## src/include/abu_pkg.sv

```systemverilog
// Shared constants and types of the address breakpoint unit
package abu_pkg;

   // ---------------------------------------------------------------
   // Register byte offsets on the Avalon-MM slave
   // ---------------------------------------------------------------
   localparam logic [4:0] OFF_CTRL      = 5'h00;   // break_control_status
   localparam logic [4:0] OFF_ADDR_HIGH = 5'h04;   // break_addr_high
   localparam logic [4:0] OFF_ADDR_LOW  = 5'h08;   // break_addr_low
   localparam logic [4:0] OFF_IRQ_STAT  = 5'h0C;   // Sticky event bits, write one to clear
   localparam logic [4:0] OFF_IRQ_MASK  = 5'h10;   // Event mask, same layout
   localparam logic [4:0] OFF_SIM_CTRL  = 5'h14;   // sim_break_flag_control
   localparam logic [4:0] OFF_WAIT_STAT = 5'h18;   // Wait exit record, write one to clear

   // ---------------------------------------------------------------
   // Field positions
   // ---------------------------------------------------------------
   localparam int BIT_ENABLE     = 7;              // break_enable_bit
   localparam int BIT_ACTIVE     = 6;              // break_active_flag
   localparam int BIT_FLAG_CLEAR = 7;              // flag_clear_in_break_enable
   localparam int BIT_WAIT_EXIT  = 0;              // wait_exit_by_break
   localparam int IRQ_MATCH      = 0;              // Address match break
   localparam int IRQ_SOFT       = 1;              // Software requested break
   localparam int IRQ_END        = 2;              // Break ended by return
   localparam int IRQ_W          = 3;              // Event count

   // ---------------------------------------------------------------
   // Reset values
   // ---------------------------------------------------------------
   localparam logic [7:0]       RST_BYTE = 8'h00;  // All break registers clear
   localparam logic [IRQ_W-1:0] RST_IRQ  = 3'h0;   // No events, all masked

   // ---------------------------------------------------------------
   // Break handler vectors (high byte address, low byte follows)
   // ---------------------------------------------------------------
   localparam logic [15:0] VEC_USER    = 16'hFFFC;
   localparam logic [15:0] VEC_MONITOR = 16'hFEFC;

   // ---------------------------------------------------------------
   // Types
   // ---------------------------------------------------------------
   typedef enum logic [2:0]
   {
      ST_IDLE  = 3'b001,                           // Normal operation
      ST_PEND  = 3'b010,                           // Waiting for instruction end
      ST_BREAK = 3'b100                            // Break routine running
   } abu_state_t;

   typedef struct packed
   {
      logic [15:0] addr;                           // Internal address bus
      logic        from_pc;                        // Address comes from program counter
      logic        last_cycle;                     // Last cycle of current instruction
      logic        rti_done;                       // Return from interrupt executed
   } abu_cpu_t;

endpackage

```

## src/rtl/abu_cmp.sv

```systemverilog
// Breakpoint address comparator
`timescale 1ns/10ps
module abu_cmp
(
   cpu,
   brk_addr,
   enable,
   stop_mode,
   match
);
   input  wire abu_pkg::abu_cpu_t cpu;             // CPU bus view
   input  wire logic [15:0]       brk_addr;        // Programmed address
   input  wire logic              enable;          // Break enable bit
   input  wire logic              stop_mode;       // Unit inactive in stop
   output logic                   match;           // Qualified match

   // ---------------------------------------------------------------
   // Compare only program counter addresses; other masters are ignored
   // ---------------------------------------------------------------
   always_comb
   begin
      match = enable && cpu.from_pc && !stop_mode && (cpu.addr == brk_addr);
   end

endmodule

```

## src/rtl/abu_top.sv

```systemverilog
// Address breakpoint unit with Avalon-MM register slave
//
// How it works
// - Enabled address match raises breakpoint request
// - Opcode forced after current instruction completes
// - Vector FFFC user, FEFC monitor mode
// - Only program counter addresses are compared
// - Software writing active flag forces break
// - Return from interrupt ends break state
// - Match on last cycle breaks immediately
// - Timer halted while break state active
// - Watchdog off in break with high voltage
// - Enable bit seven, cleared by zero, reset
// - Match sets active flag; software clears it
// - Status clears in break need clear enable
// - Two address byte registers, reset clears both
// - Works in wait; records wait exit by break
// - Address matching inactive in stop; registers keep contents
`timescale 1ns/10ps
module abu_top
#(
   parameter logic [7:0] SOFT_INTERRUPT_OPCODE = 8'h00  // Plain default, set per core
)
(
   ref_clk,
   rst_n,
   avs_address,
   avs_read,
   avs_write,
   avs_byteenable,
   avs_writedata,
   avs_readdata,
   avs_waitrequest,
   cpu,
   monitor_mode,
   high_voltage_level,
   wait_mode,
   stop_mode,
   breakpoint_request,
   force_opcode,
   soft_interrupt_opcode,
   vector_addr,
   timer_halt,
   watchdog_disable,
   status_clear_allowed,
   irq
);
   input  wire logic              ref_clk;               // 50 MHz bus clock
   input  wire logic              rst_n;                 // Synchronous reset
   input  wire logic [4:0]        avs_address;           // Byte address
   input  wire logic              avs_read;              // Read request
   input  wire logic              avs_write;             // Write request
   input  wire logic [3:0]        avs_byteenable;        // Only lane 0 used
   input  wire logic [31:0]       avs_writedata;         // Write data
   output logic [31:0]            avs_readdata;          // Read data
   output logic                   avs_waitrequest;       // Stall
   input  wire abu_pkg::abu_cpu_t cpu;                   // CPU bus view
   input  wire logic              monitor_mode;          // Alternate vectors
   input  wire logic              high_voltage_level;    // High level on reset pin
   input  wire logic              wait_mode;             // CPU in wait
   input  wire logic              stop_mode;             // CPU in stop
   output logic                   breakpoint_request;    // Pulse to integration unit
   output logic                   force_opcode;          // Pulse: load opcode
   output logic [7:0]             soft_interrupt_opcode; // Opcode to load
   output logic [15:0]            vector_addr;           // Handler vector high byte
   output logic                   timer_halt;            // Stop timer counter
   output logic                   watchdog_disable;      // Suppress watchdog
   output logic                   status_clear_allowed;  // Module flags clearable
   output logic                   irq;                   // Level interrupt

   // ---------------------------------------------------------------
   // Registers and state
   // ---------------------------------------------------------------
   logic                   enable_q;                     // break_enable_bit
   logic                   active_q;                     // break_active_flag
   logic [7:0]             addr_high_q;                  // break_addr_high
   logic [7:0]             addr_low_q;                   // break_addr_low
   logic                   flag_clear_q;                 // flag_clear_in_break_enable
   logic                   wait_exit_q;                  // wait_exit_by_break
   logic [abu_pkg::IRQ_W-1:0] irq_stat_q;                // Sticky events
   logic [abu_pkg::IRQ_W-1:0] irq_mask_q;                // Event mask
   abu_pkg::abu_state_t    state_q;                      // Break sequencer
   abu_pkg::abu_state_t    state_d;                      // Next state
   logic                   wait_q;                       // Waitrequest flop
   logic [31:0]            rdata_q;                      // Read data flop
   logic                   breakpoint_request_q;                       // Request flop
   logic                   force_q;                      // Opcode strobe flop
   logic [15:0]            vec_q;                        // Vector flop
   logic                   halt_q;                       // Timer halt flop
   logic                   wdog_q;                       // Watchdog off flop
   logic                   clr_ok_q;                     // Clear allowed flop
   logic                   irq_q;                        // Interrupt flop

   logic                   match_w;                      // Qualified address match
   logic                   acc_w;                        // Access completes now
   logic                   wr_w;                         // Write completes now
   logic                   sw_set_w;                     // Software break request
   logic                   trigger_w;                    // Any break cause
   logic                   rti_w;                        // Break end event

   // ---------------------------------------------------------------
   // Decode helper
   // ---------------------------------------------------------------
   function automatic logic sel(input logic [4:0] a, input logic [4:0] off);
      sel = (a == off);
   endfunction

   // ---------------------------------------------------------------
   // Comparator
   // ---------------------------------------------------------------
   abu_cmp u_cmp
   (
      .cpu       (cpu),
      .brk_addr  ({addr_high_q, addr_low_q}),
      .enable    (enable_q),
      .stop_mode (stop_mode),
      .match     (match_w)
   );

   // Access completes on the edge where waitrequest is seen low
   assign acc_w     = (avs_read || avs_write) && !wait_q;
   assign wr_w      = acc_w && avs_write && avs_byteenable[0];
   assign sw_set_w  = wr_w && sel(avs_address, abu_pkg::OFF_CTRL)
                      && avs_writedata[abu_pkg::BIT_ACTIVE];
   assign trigger_w = match_w || sw_set_w;
   assign rti_w     = (state_q == abu_pkg::ST_BREAK) && cpu.rti_done;

   // ---------------------------------------------------------------
   // Bus handshake: one wait cycle, then a single completion cycle
   // ---------------------------------------------------------------
   always_ff @(posedge ref_clk)
   begin
      if (!rst_n)
      begin
         wait_q <= 1'b1;
      end
      else if ((avs_read || avs_write) && wait_q)
      begin
         wait_q <= 1'b0;                                 // Answer next cycle
      end
      else
      begin
         wait_q <= 1'b1;                                 // Idle or just completed
      end
   end

   // Read data is settled one cycle early so it stands at completion
   always_ff @(posedge ref_clk)
   begin
      if (!rst_n)
      begin
         rdata_q <= 32'h0000_0000;
      end
      else if (avs_read && wait_q)
      begin
         rdata_q <= 32'h0000_0000;                       // Unmapped reads as zero
         if (sel(avs_address, abu_pkg::OFF_CTRL))
         begin
            rdata_q[abu_pkg::BIT_ENABLE] <= enable_q;
            rdata_q[abu_pkg::BIT_ACTIVE] <= active_q;
         end
         else if (sel(avs_address, abu_pkg::OFF_ADDR_HIGH))
         begin
            rdata_q[7:0] <= addr_high_q;
         end
         else if (sel(avs_address, abu_pkg::OFF_ADDR_LOW))
         begin
            rdata_q[7:0] <= addr_low_q;
         end
         else if (sel(avs_address, abu_pkg::OFF_IRQ_STAT))
         begin
            rdata_q[abu_pkg::IRQ_W-1:0] <= irq_stat_q;
         end
         else if (sel(avs_address, abu_pkg::OFF_IRQ_MASK))
         begin
            rdata_q[abu_pkg::IRQ_W-1:0] <= irq_mask_q;
         end
         else if (sel(avs_address, abu_pkg::OFF_SIM_CTRL))
         begin
            rdata_q[abu_pkg::BIT_FLAG_CLEAR] <= flag_clear_q;
         end
         else if (sel(avs_address, abu_pkg::OFF_WAIT_STAT))
         begin
            rdata_q[abu_pkg::BIT_WAIT_EXIT] <= wait_exit_q;
         end
      end
   end

   // ---------------------------------------------------------------
   // Control bits; stop leaves every register untouched
   // ---------------------------------------------------------------
   always_ff @(posedge ref_clk)
   begin
      if (!rst_n)
      begin
         enable_q     <= 1'b0;
         addr_high_q  <= abu_pkg::RST_BYTE;
         addr_low_q   <= abu_pkg::RST_BYTE;
         flag_clear_q <= 1'b0;
         irq_mask_q   <= abu_pkg::RST_IRQ;
      end
      else if (wr_w)
      begin
         if (sel(avs_address, abu_pkg::OFF_CTRL))
         begin
            enable_q <= avs_writedata[abu_pkg::BIT_ENABLE];
         end
         else if (sel(avs_address, abu_pkg::OFF_ADDR_HIGH))
         begin
            addr_high_q <= avs_writedata[7:0];
         end
         else if (sel(avs_address, abu_pkg::OFF_ADDR_LOW))
         begin
            addr_low_q <= avs_writedata[7:0];
         end
         else if (sel(avs_address, abu_pkg::OFF_IRQ_MASK))
         begin
            irq_mask_q <= avs_writedata[abu_pkg::IRQ_W-1:0];
         end
         else if (sel(avs_address, abu_pkg::OFF_SIM_CTRL))
         begin
            flag_clear_q <= avs_writedata[abu_pkg::BIT_FLAG_CLEAR];
         end
      end
   end

   // Active flag: a match in the clearing cycle wins over the clear
   always_ff @(posedge ref_clk)
   begin
      if (!rst_n)
      begin
         active_q <= 1'b0;
      end
      else if (match_w || sw_set_w)
      begin
         active_q <= 1'b1;
      end
      else if (wr_w && sel(avs_address, abu_pkg::OFF_CTRL))
      begin
         active_q <= 1'b0;
      end
   end

   // Wait exit record, set wins over write-one clear
   always_ff @(posedge ref_clk)
   begin
      if (!rst_n)
      begin
         wait_exit_q <= 1'b0;
      end
      else if (wait_mode && trigger_w)
      begin
         wait_exit_q <= 1'b1;
      end
      else if (wr_w && sel(avs_address, abu_pkg::OFF_WAIT_STAT)
               && avs_writedata[abu_pkg::BIT_WAIT_EXIT])
      begin
         wait_exit_q <= 1'b0;
      end
   end

   // ---------------------------------------------------------------
   // Interrupt status and output
   // ---------------------------------------------------------------
   always_ff @(posedge ref_clk)
   begin
      if (!rst_n)
      begin
         irq_stat_q <= abu_pkg::RST_IRQ;
      end
      else
      begin
         for (int i = 0; i < abu_pkg::IRQ_W; i++)
         begin
            if ((i == abu_pkg::IRQ_MATCH && match_w) ||
                (i == abu_pkg::IRQ_SOFT && sw_set_w) ||
                (i == abu_pkg::IRQ_END && rti_w))
            begin
               irq_stat_q[i] <= 1'b1;                    // Set wins
            end
            else if (wr_w && sel(avs_address, abu_pkg::OFF_IRQ_STAT) && avs_writedata[i])
            begin
               irq_stat_q[i] <= 1'b0;
            end
         end
      end
   end

   // ---------------------------------------------------------------
   // Break sequencer
   // ---------------------------------------------------------------
   always_comb
   begin
      state_d = state_q;
      case (state_q)
         abu_pkg::ST_IDLE:
         begin
            if (trigger_w)
            begin
               // Hazard: a match on the final cycle must not wait another instruction
               state_d = cpu.last_cycle ? abu_pkg::ST_BREAK : abu_pkg::ST_PEND;
            end
         end
         abu_pkg::ST_PEND:
         begin
            if (cpu.last_cycle)
            begin
               state_d = abu_pkg::ST_BREAK;
            end
         end
         abu_pkg::ST_BREAK:
         begin
            if (cpu.rti_done)
            begin
               state_d = abu_pkg::ST_IDLE;
            end
         end
         default:
         begin
            state_d = abu_pkg::ST_IDLE;
         end
      endcase
   end

   always_ff @(posedge ref_clk)
   begin
      if (!rst_n)
      begin
         state_q <= abu_pkg::ST_IDLE;
      end
      else
      begin
         state_q <= state_d;
      end
   end

   // Request and opcode strobes toward the integration unit
   always_ff @(posedge ref_clk)
   begin
      if (!rst_n)
      begin
         breakpoint_request_q  <= 1'b0;
         force_q <= 1'b0;
      end
      else
      begin
         breakpoint_request_q  <= trigger_w;
         force_q <= (state_q != abu_pkg::ST_BREAK) && (state_d == abu_pkg::ST_BREAK);
      end
   end

   // Vector and side effects of the break state
   always_ff @(posedge ref_clk)
   begin
      if (!rst_n)
      begin
         vec_q    <= abu_pkg::VEC_USER;
         halt_q   <= 1'b0;
         wdog_q   <= 1'b0;
         clr_ok_q <= 1'b1;
         irq_q    <= 1'b0;
      end
      else
      begin
         vec_q    <= monitor_mode ? abu_pkg::VEC_MONITOR : abu_pkg::VEC_USER;
         halt_q   <= (state_d == abu_pkg::ST_BREAK);
         wdog_q   <= (state_d == abu_pkg::ST_BREAK) && high_voltage_level;
         clr_ok_q <= (state_d != abu_pkg::ST_BREAK) || flag_clear_q;
         irq_q    <= |(irq_stat_q & irq_mask_q);
      end
   end

   assign avs_readdata          = rdata_q;
   assign avs_waitrequest       = wait_q;
   assign breakpoint_request    = breakpoint_request_q;
   assign force_opcode          = force_q;
   assign soft_interrupt_opcode = SOFT_INTERRUPT_OPCODE;
   assign vector_addr           = vec_q;
   assign timer_halt            = halt_q;
   assign watchdog_disable      = wdog_q;
   assign status_clear_allowed  = clr_ok_q;
   assign irq                   = irq_q;
endmodule

```

## config.mk

```make
export PLATFORM = sky130hd
export DESIGN_NAME = abu_top
export DESIGN_NICKNAME = d
export VERILOG_FILES = /design/src/include/abu_pkg.sv /design/src/rtl/abu_cmp.sv /design/src/rtl/abu_top.sv
export SDC_FILE = /design/constraint.sdc
export NUM_CORES = 1
export LEC_CHECK = 0
export ABC_AREA = 1
export BUFFER_PORTS_ARGS = -buffer_cell sky130_fd_sc_hd__buf_4
export CAP_MARGIN = 20
export CORE_MARGIN = 5
export CORE_UTILIZATION = 46
export CTS_CLUSTER_SIZE = 30
export DETAILED_ROUTE_END_ITERATION = 8
export PLACE_DENSITY = 0.81
export SLEW_MARGIN = 0
export SYNTH_ARGS = -nofsm -noshare
export SYNTH_HDL_FRONTEND = slang
export SYNTH_SLANG_ARGS = --single-unit
```

## constraint.sdc

```tcl
create_clock -name ref_clk -period 1.8 [get_ports ref_clk]
set_clock_uncertainty 0.2 [all_clocks]
set_input_delay 0.18 -clock ref_clk [delete_from_list [all_inputs] [get_ports ref_clk]]
set_output_delay 0.18 -clock ref_clk [all_outputs]
set_load 0.05 [all_outputs]
```

---- Word-level counts from Yosys, hierarchy flattened ----
Index checks and enable logic that the tools add are counted.
storage, ports and cells
  bits of input ports ..................... 68
  output and inout port bits .............. 63
  logic and storage cells ................. 106
  register bits after elaboration ......... 60
operators by class
  mux-type cells .......................... 31
  bitwise logic cells ..................... 5
  reduce and logical (&&, ||, !) cells .... 37
  eq/ne operators ......................... 13
operators with widths
  cell                                                  number
  logical AND 1 bit                                     20
  2-to-1 mux 1 bit                                      18
  2-to-1 mux 3 bit                                      6
  equality test 16 bit                                  1
  equality test 5 bit (second input constant)           3
  equality test 5 x 4 -> 1 bit (second input constant)  2
  nonzero test 2 bit                                    5
  2-to-1 mux 9 bit                                      1
  one-hot mux 3 bit (3 select lines)                    1
  2-to-1 mux 8 bit                                      1
  equality test 3 bit (second input constant)           2
  2-to-1 mux 6 bit                                      1
  != test 3 bit (second input constant)                 2
  AND reduction 6 bit                                   1
  equality test 5 x 3 -> 1 bit (second input constant)  1
  zero test 5 bit                                       1
  AND reduction 5 bit                                   1
  2-to-1 mux 2 bit                                      2
  2-to-1 mux 4 bit                                      1
  NOT 1 bit                                             4
  AND reduction 4 bit                                   1
  AND 3 bit                                             1
  equality test 3 x 1 -> 1 bit (second input constant)  1
  equality test 3 x 2 -> 1 bit (second input constant)  1
  5 further kinds                                       8

---- Depth between registers and ports, before layout ----
Gate-level depths: netlist of the first run.
  depth after elaboration ................. 11
  gate-level depth with buffers ........... 13
  depth with buffers taken out ............ 13

---- Modules after synthesis ----
Synthesis of the first run repeated with hierarchy kept, for this count alone.
unflattened totals
  cell total of the unflattened synthesis .. 372
  area total of the unflattened synthesis .. 2590.0 µm²
modules (own cells, without submodules)
  module   cells an instance  sequential area each (µm²)  instances  area an instance (µm²)
  abu_top  308                900.9                       1          2303.5
  abu_cmp  64                 0.0                         1          286.5

---- Worst setup path after synthesis of the first run ----
No wires, ideal clock.
  path type ............................... register to register
  start ................................... register wait_q, in the netlist avs_waitrequest
  end ..................................... register rdata_q[2], in the netlist avs_readdata[2]
  path slack .............................. -0.037 ns
  cell stages (with the launch flop) ...... 9
  arrival time ............................ 1.572 ns
  setup time .............................. 0.065 ns
  cells stage by stage .................... dfxtp_1 > nand2_1 > inv_1 > nand2_1 > a21oi_1 > o21ai_0 > nor2_1 > a21oi_1 > nor2_1
between the ends
  word-level cells in the longest chain between the ends .. 1
ends and longest elaborated chain
  element                         line            text
  start: declaration              abu_top.sv:84   logic wait_q;
  start signal: assignment        abu_top.sv:135  wait_q <= 1'b1;
  start signal: assignment        abu_top.sv:139  wait_q <= 1'b0;
  start signal: assignment        abu_top.sv:143  wait_q <= 1'b1;
  logical AND 1 bit               abu_top.sv:154  else if (avs_read && wait_q)
  end signal: indexed assignment  abu_top.sv:159  rdata_q[abu_pkg::BIT_ENABLE] <= enable_q;
  end signal: indexed assignment  abu_top.sv:160  rdata_q[abu_pkg::BIT_ACTIVE] <= active_q;
  end signal: assignment          abu_top.sv:164  rdata_q[7:0] <= addr_high_q;
  end: declaration                abu_top.sv:85   logic [31:0] rdata_q;
No other way between the ends.
A chain may end at the register's enable or synchronous reset.

---- Final worst setup path of the first run ----
  start ................................... register wait_q, in the netlist avs_waitrequest
  end ..................................... register force_q, in the netlist force_opcode
between the ends
  word-level cells in the longest chain between the ends .. 11
ends and longest elaborated chain
  element                             line            text
  zero test 1 bit                     abu_top.sv:121  assign acc_w = (avs_read || avs_write) && !wait_q;
  logical AND 1 bit                   abu_top.sv:121
  logical AND 1 bit (2 in a row)      abu_top.sv:122  assign wr_w = acc_w && avs_write && avs_byteenable[0];
  logical AND 1 bit                   abu_top.sv:123  assign sw_set_w = wr_w && sel(avs_address, abu_pkg::OFF_CTRL)
  logical AND 1 bit                   abu_top.sv:124  && avs_writedata[abu_pkg::BIT_ACTIVE];
  logical OR 1 bit                    abu_top.sv:125  assign trigger_w = match_w || sw_set_w;
  2-to-1 mux 3 bit                    abu_top.sv:298  if (trigger_w)
  one-hot mux 3 bit (3 select lines)  abu_top.sv:295  case (state_q)
  equality test 3 bit                 abu_top.sv:348  force_q <= (state_q != abu_pkg::ST_BREAK) && (state_d == abu_pkg::ST_BREAK);
  logical AND 1 bit                   abu_top.sv:348
  end signal: assignment              abu_top.sv:348
  end: declaration                    abu_top.sv:87   logic force_q;
No other way between the ends.

==> impl_metrics.json, run 1 <==
{
  "status": "completed",
  "crit_path_max_incr_delay_ns": 0.34,
  "timing_hold_violations_final": 0,
  "drive_above_1_share": 0.2315,
  "rsz0062_at_grt": "true",
  "synth-seq-area-share": 0.3563,
  "yosysTopAreaCellShare": 0.3563,
  "core_area_um2": 5439,
  "crit_buf_inv": 1,
  "die-area_um2": 7080,
  "place_hpwl_mm": 4.611,
  "hp-class": "input pin to flop",
  "critPathKind": "flop to flop",
  "netlist_area_um2": 2529,
  "cpLargestDelayFamily": "simple AND/OR/NAND/NOR gates",
  "cts.sink_count": 45,
  "yosys_warnings": 0,
  "die_x_um": 84.14,
  "wl_per_cell_um": 11.61,
  "p_leak_nw": 1.511,
  "syn2layout_area_growth_pct": 24.74,
  "fin_total_pwr_mw": 2.287,
  "port_buffers": 56,
  "timing.critical_path.mode_cell": "nand2_2",
  "route.vias.total": 2349,
  "fmax_mhz": 598.5,
  "fill_cells": 502,
  "ant_nets": 0,
  "finalSetupViolations": 0,
  "grt_pass1_vias": 2214,
  "diodes": 0,
  "grt_pass1_wl_mm": 9.846,
  "start_kind": "flop",
  "worstPathArrival_ns": 1.72,
  "p_per_area_nw_per_um2": 725.2,
  "grt_max_degree": 33,
  "gp_congestion": 0.9251,
  "ys_types": 30,
  "die_y_um": 84.14,
  "cp_slowest_cell": "dfxtp_2",
  "io_pins": 131,
  "worstPathMaxFanout": 6,
  "cts_made_buffers": 5,
  "clk_latency_ns": 0.30,
  "timing.max_cap.violations": 0,
  "period_minus_slack_ns": 1.671,
  "clock_path_buffers": 2,
  "ys_seq_elements": 45,
  "drc": 0,
  "grt_use_total": 0.1694,
  "avgViaCountPerCell": 4.544,
  "slew_viol_final": 0,
  "period_share": 0.9282,
  "path_cells": "nor2_1 -> inv_2 -> nor2_2 -> nand2_2 -> nand2_2 -> nand3_2 -> nand2_2 -> nand2_2 -> nor2_1",
  "drt_iter0_markers": 138,
  "peakVddDrop_mv": 0.2882,
  "cts_tree": "done",
  "clk_pin_slew_ns": 0.09,
  "detail_route.first_pass.iterations": 6,
  "ys_top_cells_by_area": "dfxtp_1 (36%), buf_4 (14%), nand2_1 (11%), inv_1 (6.5%), o21ai_0 (5.5%)",
  "cp_data_required_time_ns": 1.85,
  "fin_setup_tns_ns": 0,
  "antenna_found_initial": 0,
  "htree_num_levels": 2,
  "gr-total-overflow": 0,
  "core.rowCount": 27,
  "avgSynthCellArea_um2": 6.890,
  "syn_inst": 367,
  "routed_wl_mm": 6.004,
  "cts_root_buf": "clkbuf_8",
  "synth_top_cell_by_area": "dfxtp_1",
  "start_util": 0.4649,
  "nets": 512,
  "end_kind": "flop"
}
## cell usage after synthesis (all sizes together)
cell type / count
nand3: 9
buf: 49
nor3: 4
o211ai: 1
conb: 2
nand2: 79
nor2: 41
o22ai: 3
nand4: 3
xnor2: 7
a31oi: 3
o21ai: 33
nor4: 2
dfxtp: 45
nand3b: 2
inv: 52
a21oi: 28
clkbuf: 4
## report_power, final
group          switching [mW]  total, mW  internal, mW  leakage [nW]
combinational           0.347      0.472         0.124          1.09
clock                   0.356      0.807         0.451        0.0574
sequential            0.00505       1.01          1.00         0.365
## final cells by class
type | count | area (um2) | area share
clock buffers | 6 | 82.58 | 0.02618
clock inverters | 2 | 37.54 | 0.01190
inverters | 52 | 195.2 | 0.06188
multi-input cells | 262 | 1219 | 0.3864
flip-flops and latches | 45 | 907.1 | 0.2876
well taps | 72 | 90.09 | 0.02856
repair buffers | 78 | 623.1 | 0.1975
## metal layers
layer	wire [um]	part of all wire	vias up	track usage
li1	-	-	1207	-
met5	0	0	-	0
met2	2920	0.49	93	0.2869
met3	456	0.076	17	0.03435
met1	2424	0.40	1032	0.2029
met4	202	0.034	0	0.08480
## worst paths after layout
check | to | depth (start not counted) | from | slack (ns)
max | force_opcode$_SDFF_PN0_ | 9 | avs_waitrequest$_SDFF_PN1_ | 0.13
min reg2reg | wait_exit_q$_SDFFE_PN0P_ | 2 | wait_exit_q$_SDFFE_PN0P_ | 0.27
max reg2reg | force_opcode$_SDFF_PN0_ | 9 | avs_waitrequest$_SDFF_PN1_ | 0.13
min | vector_addr[8]$_SDFF_PN1_ | 2 | rst_n | 0.03
## state kept, by name, indices dropped and copies added (netlist names)
signal / count
active_q: 1
addr_high_q: 8
addr_low_q: 8
avs_readdata: 8
avs_waitrequest: 1
breakpoint_request: 1
enable_q: 1
flag_clear_q: 1
force_opcode: 1
irq: 1
irq_mask_q: 3
irq_stat_q: 3
state_q: 3
status_clear_allowed: 1
timer_halt: 1
vector_addr: 1
wait_exit_q: 1
watchdog_disable: 1
## through the flow
stage            util  area (um2)  instances  setup slack [ns]  hold slack [ns]
6_report       0.5799        3154        517            0.1292          0.02689
5_1_grt        0.5799        3154        517         0.0002184          0.03197
4_1_cts        0.5786        3147        517           0.09946          0.02358
3_5_place_dp   0.5289        2877        494           0.05859           0.1489
3_3_place_gp   0.5289        2877        494            0.1182           0.1404
2_1_floorplan       -        2699        412            0.1953          0.04194
## kinds of logic (layout without fill, tap and decap cells)
logic type / after synthesis / count (layout) / synth area share
AOI/OAI and AO/OA: 68 / 68 / 0.1445
xor gates and xnor gates: 7 / 7 / 0.02425
buffers and inverters: 105 / 138 / 0.2296
DFF: 45 / 45 / 0.3563
other: 2 / 47 / 0.002970
and+or+nand+nor: 140 / 140 / 0.2425
## cell usage in the layout, fill, tap and decap left out, types with 2 or more instances in the layout
| cell | instances |
|---|---|
| buf_4 | 63 |
| o22ai_1 | 3 |
| dfxtp_1 | 40 |
| inv_1 | 43 |
| o21ai_0 | 28 |
| dfxtp_2 | 5 |
| nor4_1 | 2 |
| a21oi_1 | 27 |
| o21ai_2 | 3 |
| nor2_1 | 35 |
| dlygate4sd3_1 | 15 |
| nand3_2 | 2 |
| a31oi_1 | 3 |
| o21ai_1 | 2 |
| nor2_2 | 5 |
| nand2_1 | 74 |
| nand4_1 | 3 |
| conb_1 | 47 |
| nand3b_1 | 2 |
| xnor2_1 | 7 |
| clkbuf_8 | 6 |
| nand3_1 | 7 |
| inv_2 | 9 |
| nand2_2 | 5 |
| nor3_1 | 3 |
## what timing repair did
item,CTS,global route
hold endpoints to repair,26,0
resized for setup,0,6
endpoints found under the setup margin,0,4
hold buffers,15,0
buffers inserted,0,0
Power figures use the tool's default switching activity.
==> run 2, diff against run 1 <==
--- a/config.mk
+++ b/config.mk
@@ -8,11 +8,13 @@
 export ABC_AREA = 1
 export BUFFER_PORTS_ARGS = -buffer_cell sky130_fd_sc_hd__buf_4
 export CAP_MARGIN = 20
-export CORE_MARGIN = 5
+export CORE_MARGIN = 3
 export CORE_UTILIZATION = 46
 export CTS_CLUSTER_SIZE = 30
 export DETAILED_ROUTE_END_ITERATION = 8
 export PLACE_DENSITY = 0.81
+export SETUP_SLACK_MARGIN = 0.3
+export SKIP_LAST_GASP = 1
 export SLEW_MARGIN = 0
 export SYNTH_ARGS = -nofsm -noshare
 export SYNTH_HDL_FRONTEND = slang
==> run 2 against run 1 <==
  * Clock-buffer cell count down 1
  * Worst setup slack better by 0.091 ns
  * Cell count up 1.4%
  * Global-route usage up 2.1 points
  * Worst hold slack better by 0.0049 ns
  * Power down 6.5%
  * Cell area up 3.2%
  * Core utilization up 4.6 points
  * Sequential cell count unchanged
  * Clock power down 19%
  * Critical endpoint is now watchdog_disable$_SDFF_PN0_
==> impl_metrics.json, run 2 (synthesized netlist as in run 1, its figures left out) <==
{
  "period_share": 0.8776,
  "place_hpwl_mm": 4.456,
  "timing.max_cap.violations": 0,
  "syn2layout_area_growth_pct": 28.75,
  "cts_root_buf": "clkbuf_8",
  "gr-total-overflow": 0,
  "placed_area_um2": 2864,
  "rsz0062_at_grt": "true",
  "p_sw_mw": 0.7345,
  "status": "completed",
  "drt_iter0_markers": 186,
  "p_per_area_nw_per_um2": 657.3,
  "switching_share": 0.3432,
  "drive_above_1_share": 0.3018,
  "p_int_mw": 1.405,
  "detail_route.first_pass.iterations": 4,
  "grt_use_total": 0.1908,
  "cts_made_buffers": 5,
  "seqPwrFrac": 0.472,
  "drc": 0,
  "die_x_um": 80.14,
  "fin_cells": 524,
  "hp-class": "input pin to flop",
  "antenna_found_initial": 0,
  "final_cell_mix": "buf_4 (71), nand2_1 (70), conb_1 (47)",
  "clk_pin_slew_ns": 0.09,
  "die_y_um": 80.14,
  "gp_congestion": 0.9667,
  "peakVddDrop_mv": 0.4675,
  "grt_pass1_wl_mm": 9.611,
  "grt_max_degree": 33,
  "final_cell_area_um2": 3256,
  "worstPathMaxFanout": 4,
  "cts_tree": "done",
  "avgViaCountPerCell": 4.645,
  "fin_setup_tns_ns": 0,
  "finalSetupViolations": 0,
  "htree_num_levels": 2,
  "start_util": 0.4858,
  "io_pins": 131,
  "dpl.cell_count": 490,
  "core.rowCount": 26,
  "die-area_um2": 6422,
  "pwr-share-clk": 0.304,
  "p_leak_nw": 1.545,
  "core_area_um2": 5205,
  "final_common_cell": "buf_4",
  "end_kind": "flop",
  "start_kind": "flop",
  "postLayoutCoreUtil": 0.6255,
  "slew_viol_final": 0,
  "period_minus_slack_ns": 1.580,
  "worstPathArrival_ns": 1.64,
  "routed_wl_mm": 6.162,
  "fmax_mhz": 633.1,
  "timing_hold_violations_final": 0,
  "critPathKind": "flop to flop",
  "ant_nets": 0,
  "route.vias.total": 2434,
  "clk_latency_ns": 0.31,
  "cp_data_required_time_ns": 1.86,
  "clock_path_buffers": 2,
  "cts.sink_count": 45,
  "wl_per_cell_um": 11.76,
  "port_buffers": 56,
  "nets": 521,
  "diodes": 0,
  "power_frac_comb": 0.224,
  "grt_pass1_vias": 2214
}
-- run 2: cell count changes in the layout (fill, tap and decap cells not counted), sizes merged --
cell,before,now
buf,63,72
inv,52,53
clkinv,0,1
bufinv,1,0
clkbuf,6,5
-- run 2: worst max-delay path, stage by stage, from the launching register on --
cell,delay (ns)
dfxtp_2,0.34
inv_2,0.04
nand2_2,0.06
nand2_2,0.07
nor2_2,0.11
nand2_1,0.07
nor2_2,0.11
nand3_2,0.11
nand2_2,0.11
nand3_2,0.07
nand2_2,0.08
nand2_2,0.06
nor2_1,0.11
-- run 2: metrics by stage --
| stage | setup slack, ns | power [mW] | hold WS, ns |
|---|---|---|---|
| after floorplan | 0.2890 | 1.431 | 0.04194 |
| after global placement | 0.1266 | 1.464 | 0.1470 |
| after detailed placement | 0.09211 | 1.467 | 0.1456 |
| after CTS | 0.2444 | 2.121 | 0.01731 |
| after global routing | 0.03197 | 2.205 | 0.03530 |
| final | 0.2204 | 2.140 | 0.03176 |
-- run 2: worst paths after layout --
path	startpoint	to	slack (ns)	cells after the start
min reg2reg	wait_exit_q$_SDFFE_PN0P_	wait_exit_q$_SDFFE_PN0P_	0.28	2
max	addr_low_q[5]$_SDFFE_PN0P_	watchdog_disable$_SDFF_PN0_	0.22	12
max reg2reg	addr_low_q[5]$_SDFFE_PN0P_	watchdog_disable$_SDFF_PN0_	0.22	12
min	rst_n	vector_addr[8]$_SDFF_PN1_	0.03	2
-- run 2: power by group through the flow --
stage          combinational, mW  clock (mW)  sequential (mW)
3_5_place_dp               0.435           0             1.03
3_3_place_gp               0.433           0             1.03
6_report                   0.480       0.651             1.01
4_1_cts                    0.465       0.647             1.01
2_1_floorplan              0.375           0             1.06
5_1_grt                    0.511       0.684             1.01
-- run 2: layer usage --
layer	up-vias	GRT usage	part of all wire
met4	0	0.08446	0.027
met5	-	0	0
met1	1083	0.2306	0.41
li1	1227	-	-
met2	108	0.3204	0.48
met3	16	0.04484	0.075
-- run 2: what timing repair did --
action | in CTS | in global routing
buffers inserted | 6 | 5
setup endpoints to repair | 21 | 27
pin swaps | 9 | 10
hold endpoints to repair | 27 | 1
hold buffers | 15 | 1
resized for setup | 24 | 14
-- run 2: cell type report --
type | count | area (um2)
fillers | 452 | 1949
multi-input cells | 262 | 1262
flip-flops and latches | 45 | 918.4
repair buffers | 87 | 694.4
inverters | 52 | 202.7
well taps | 70 | 87.58
clock buffers | 5 | 68.82
clock inverters | 3 | 21.27
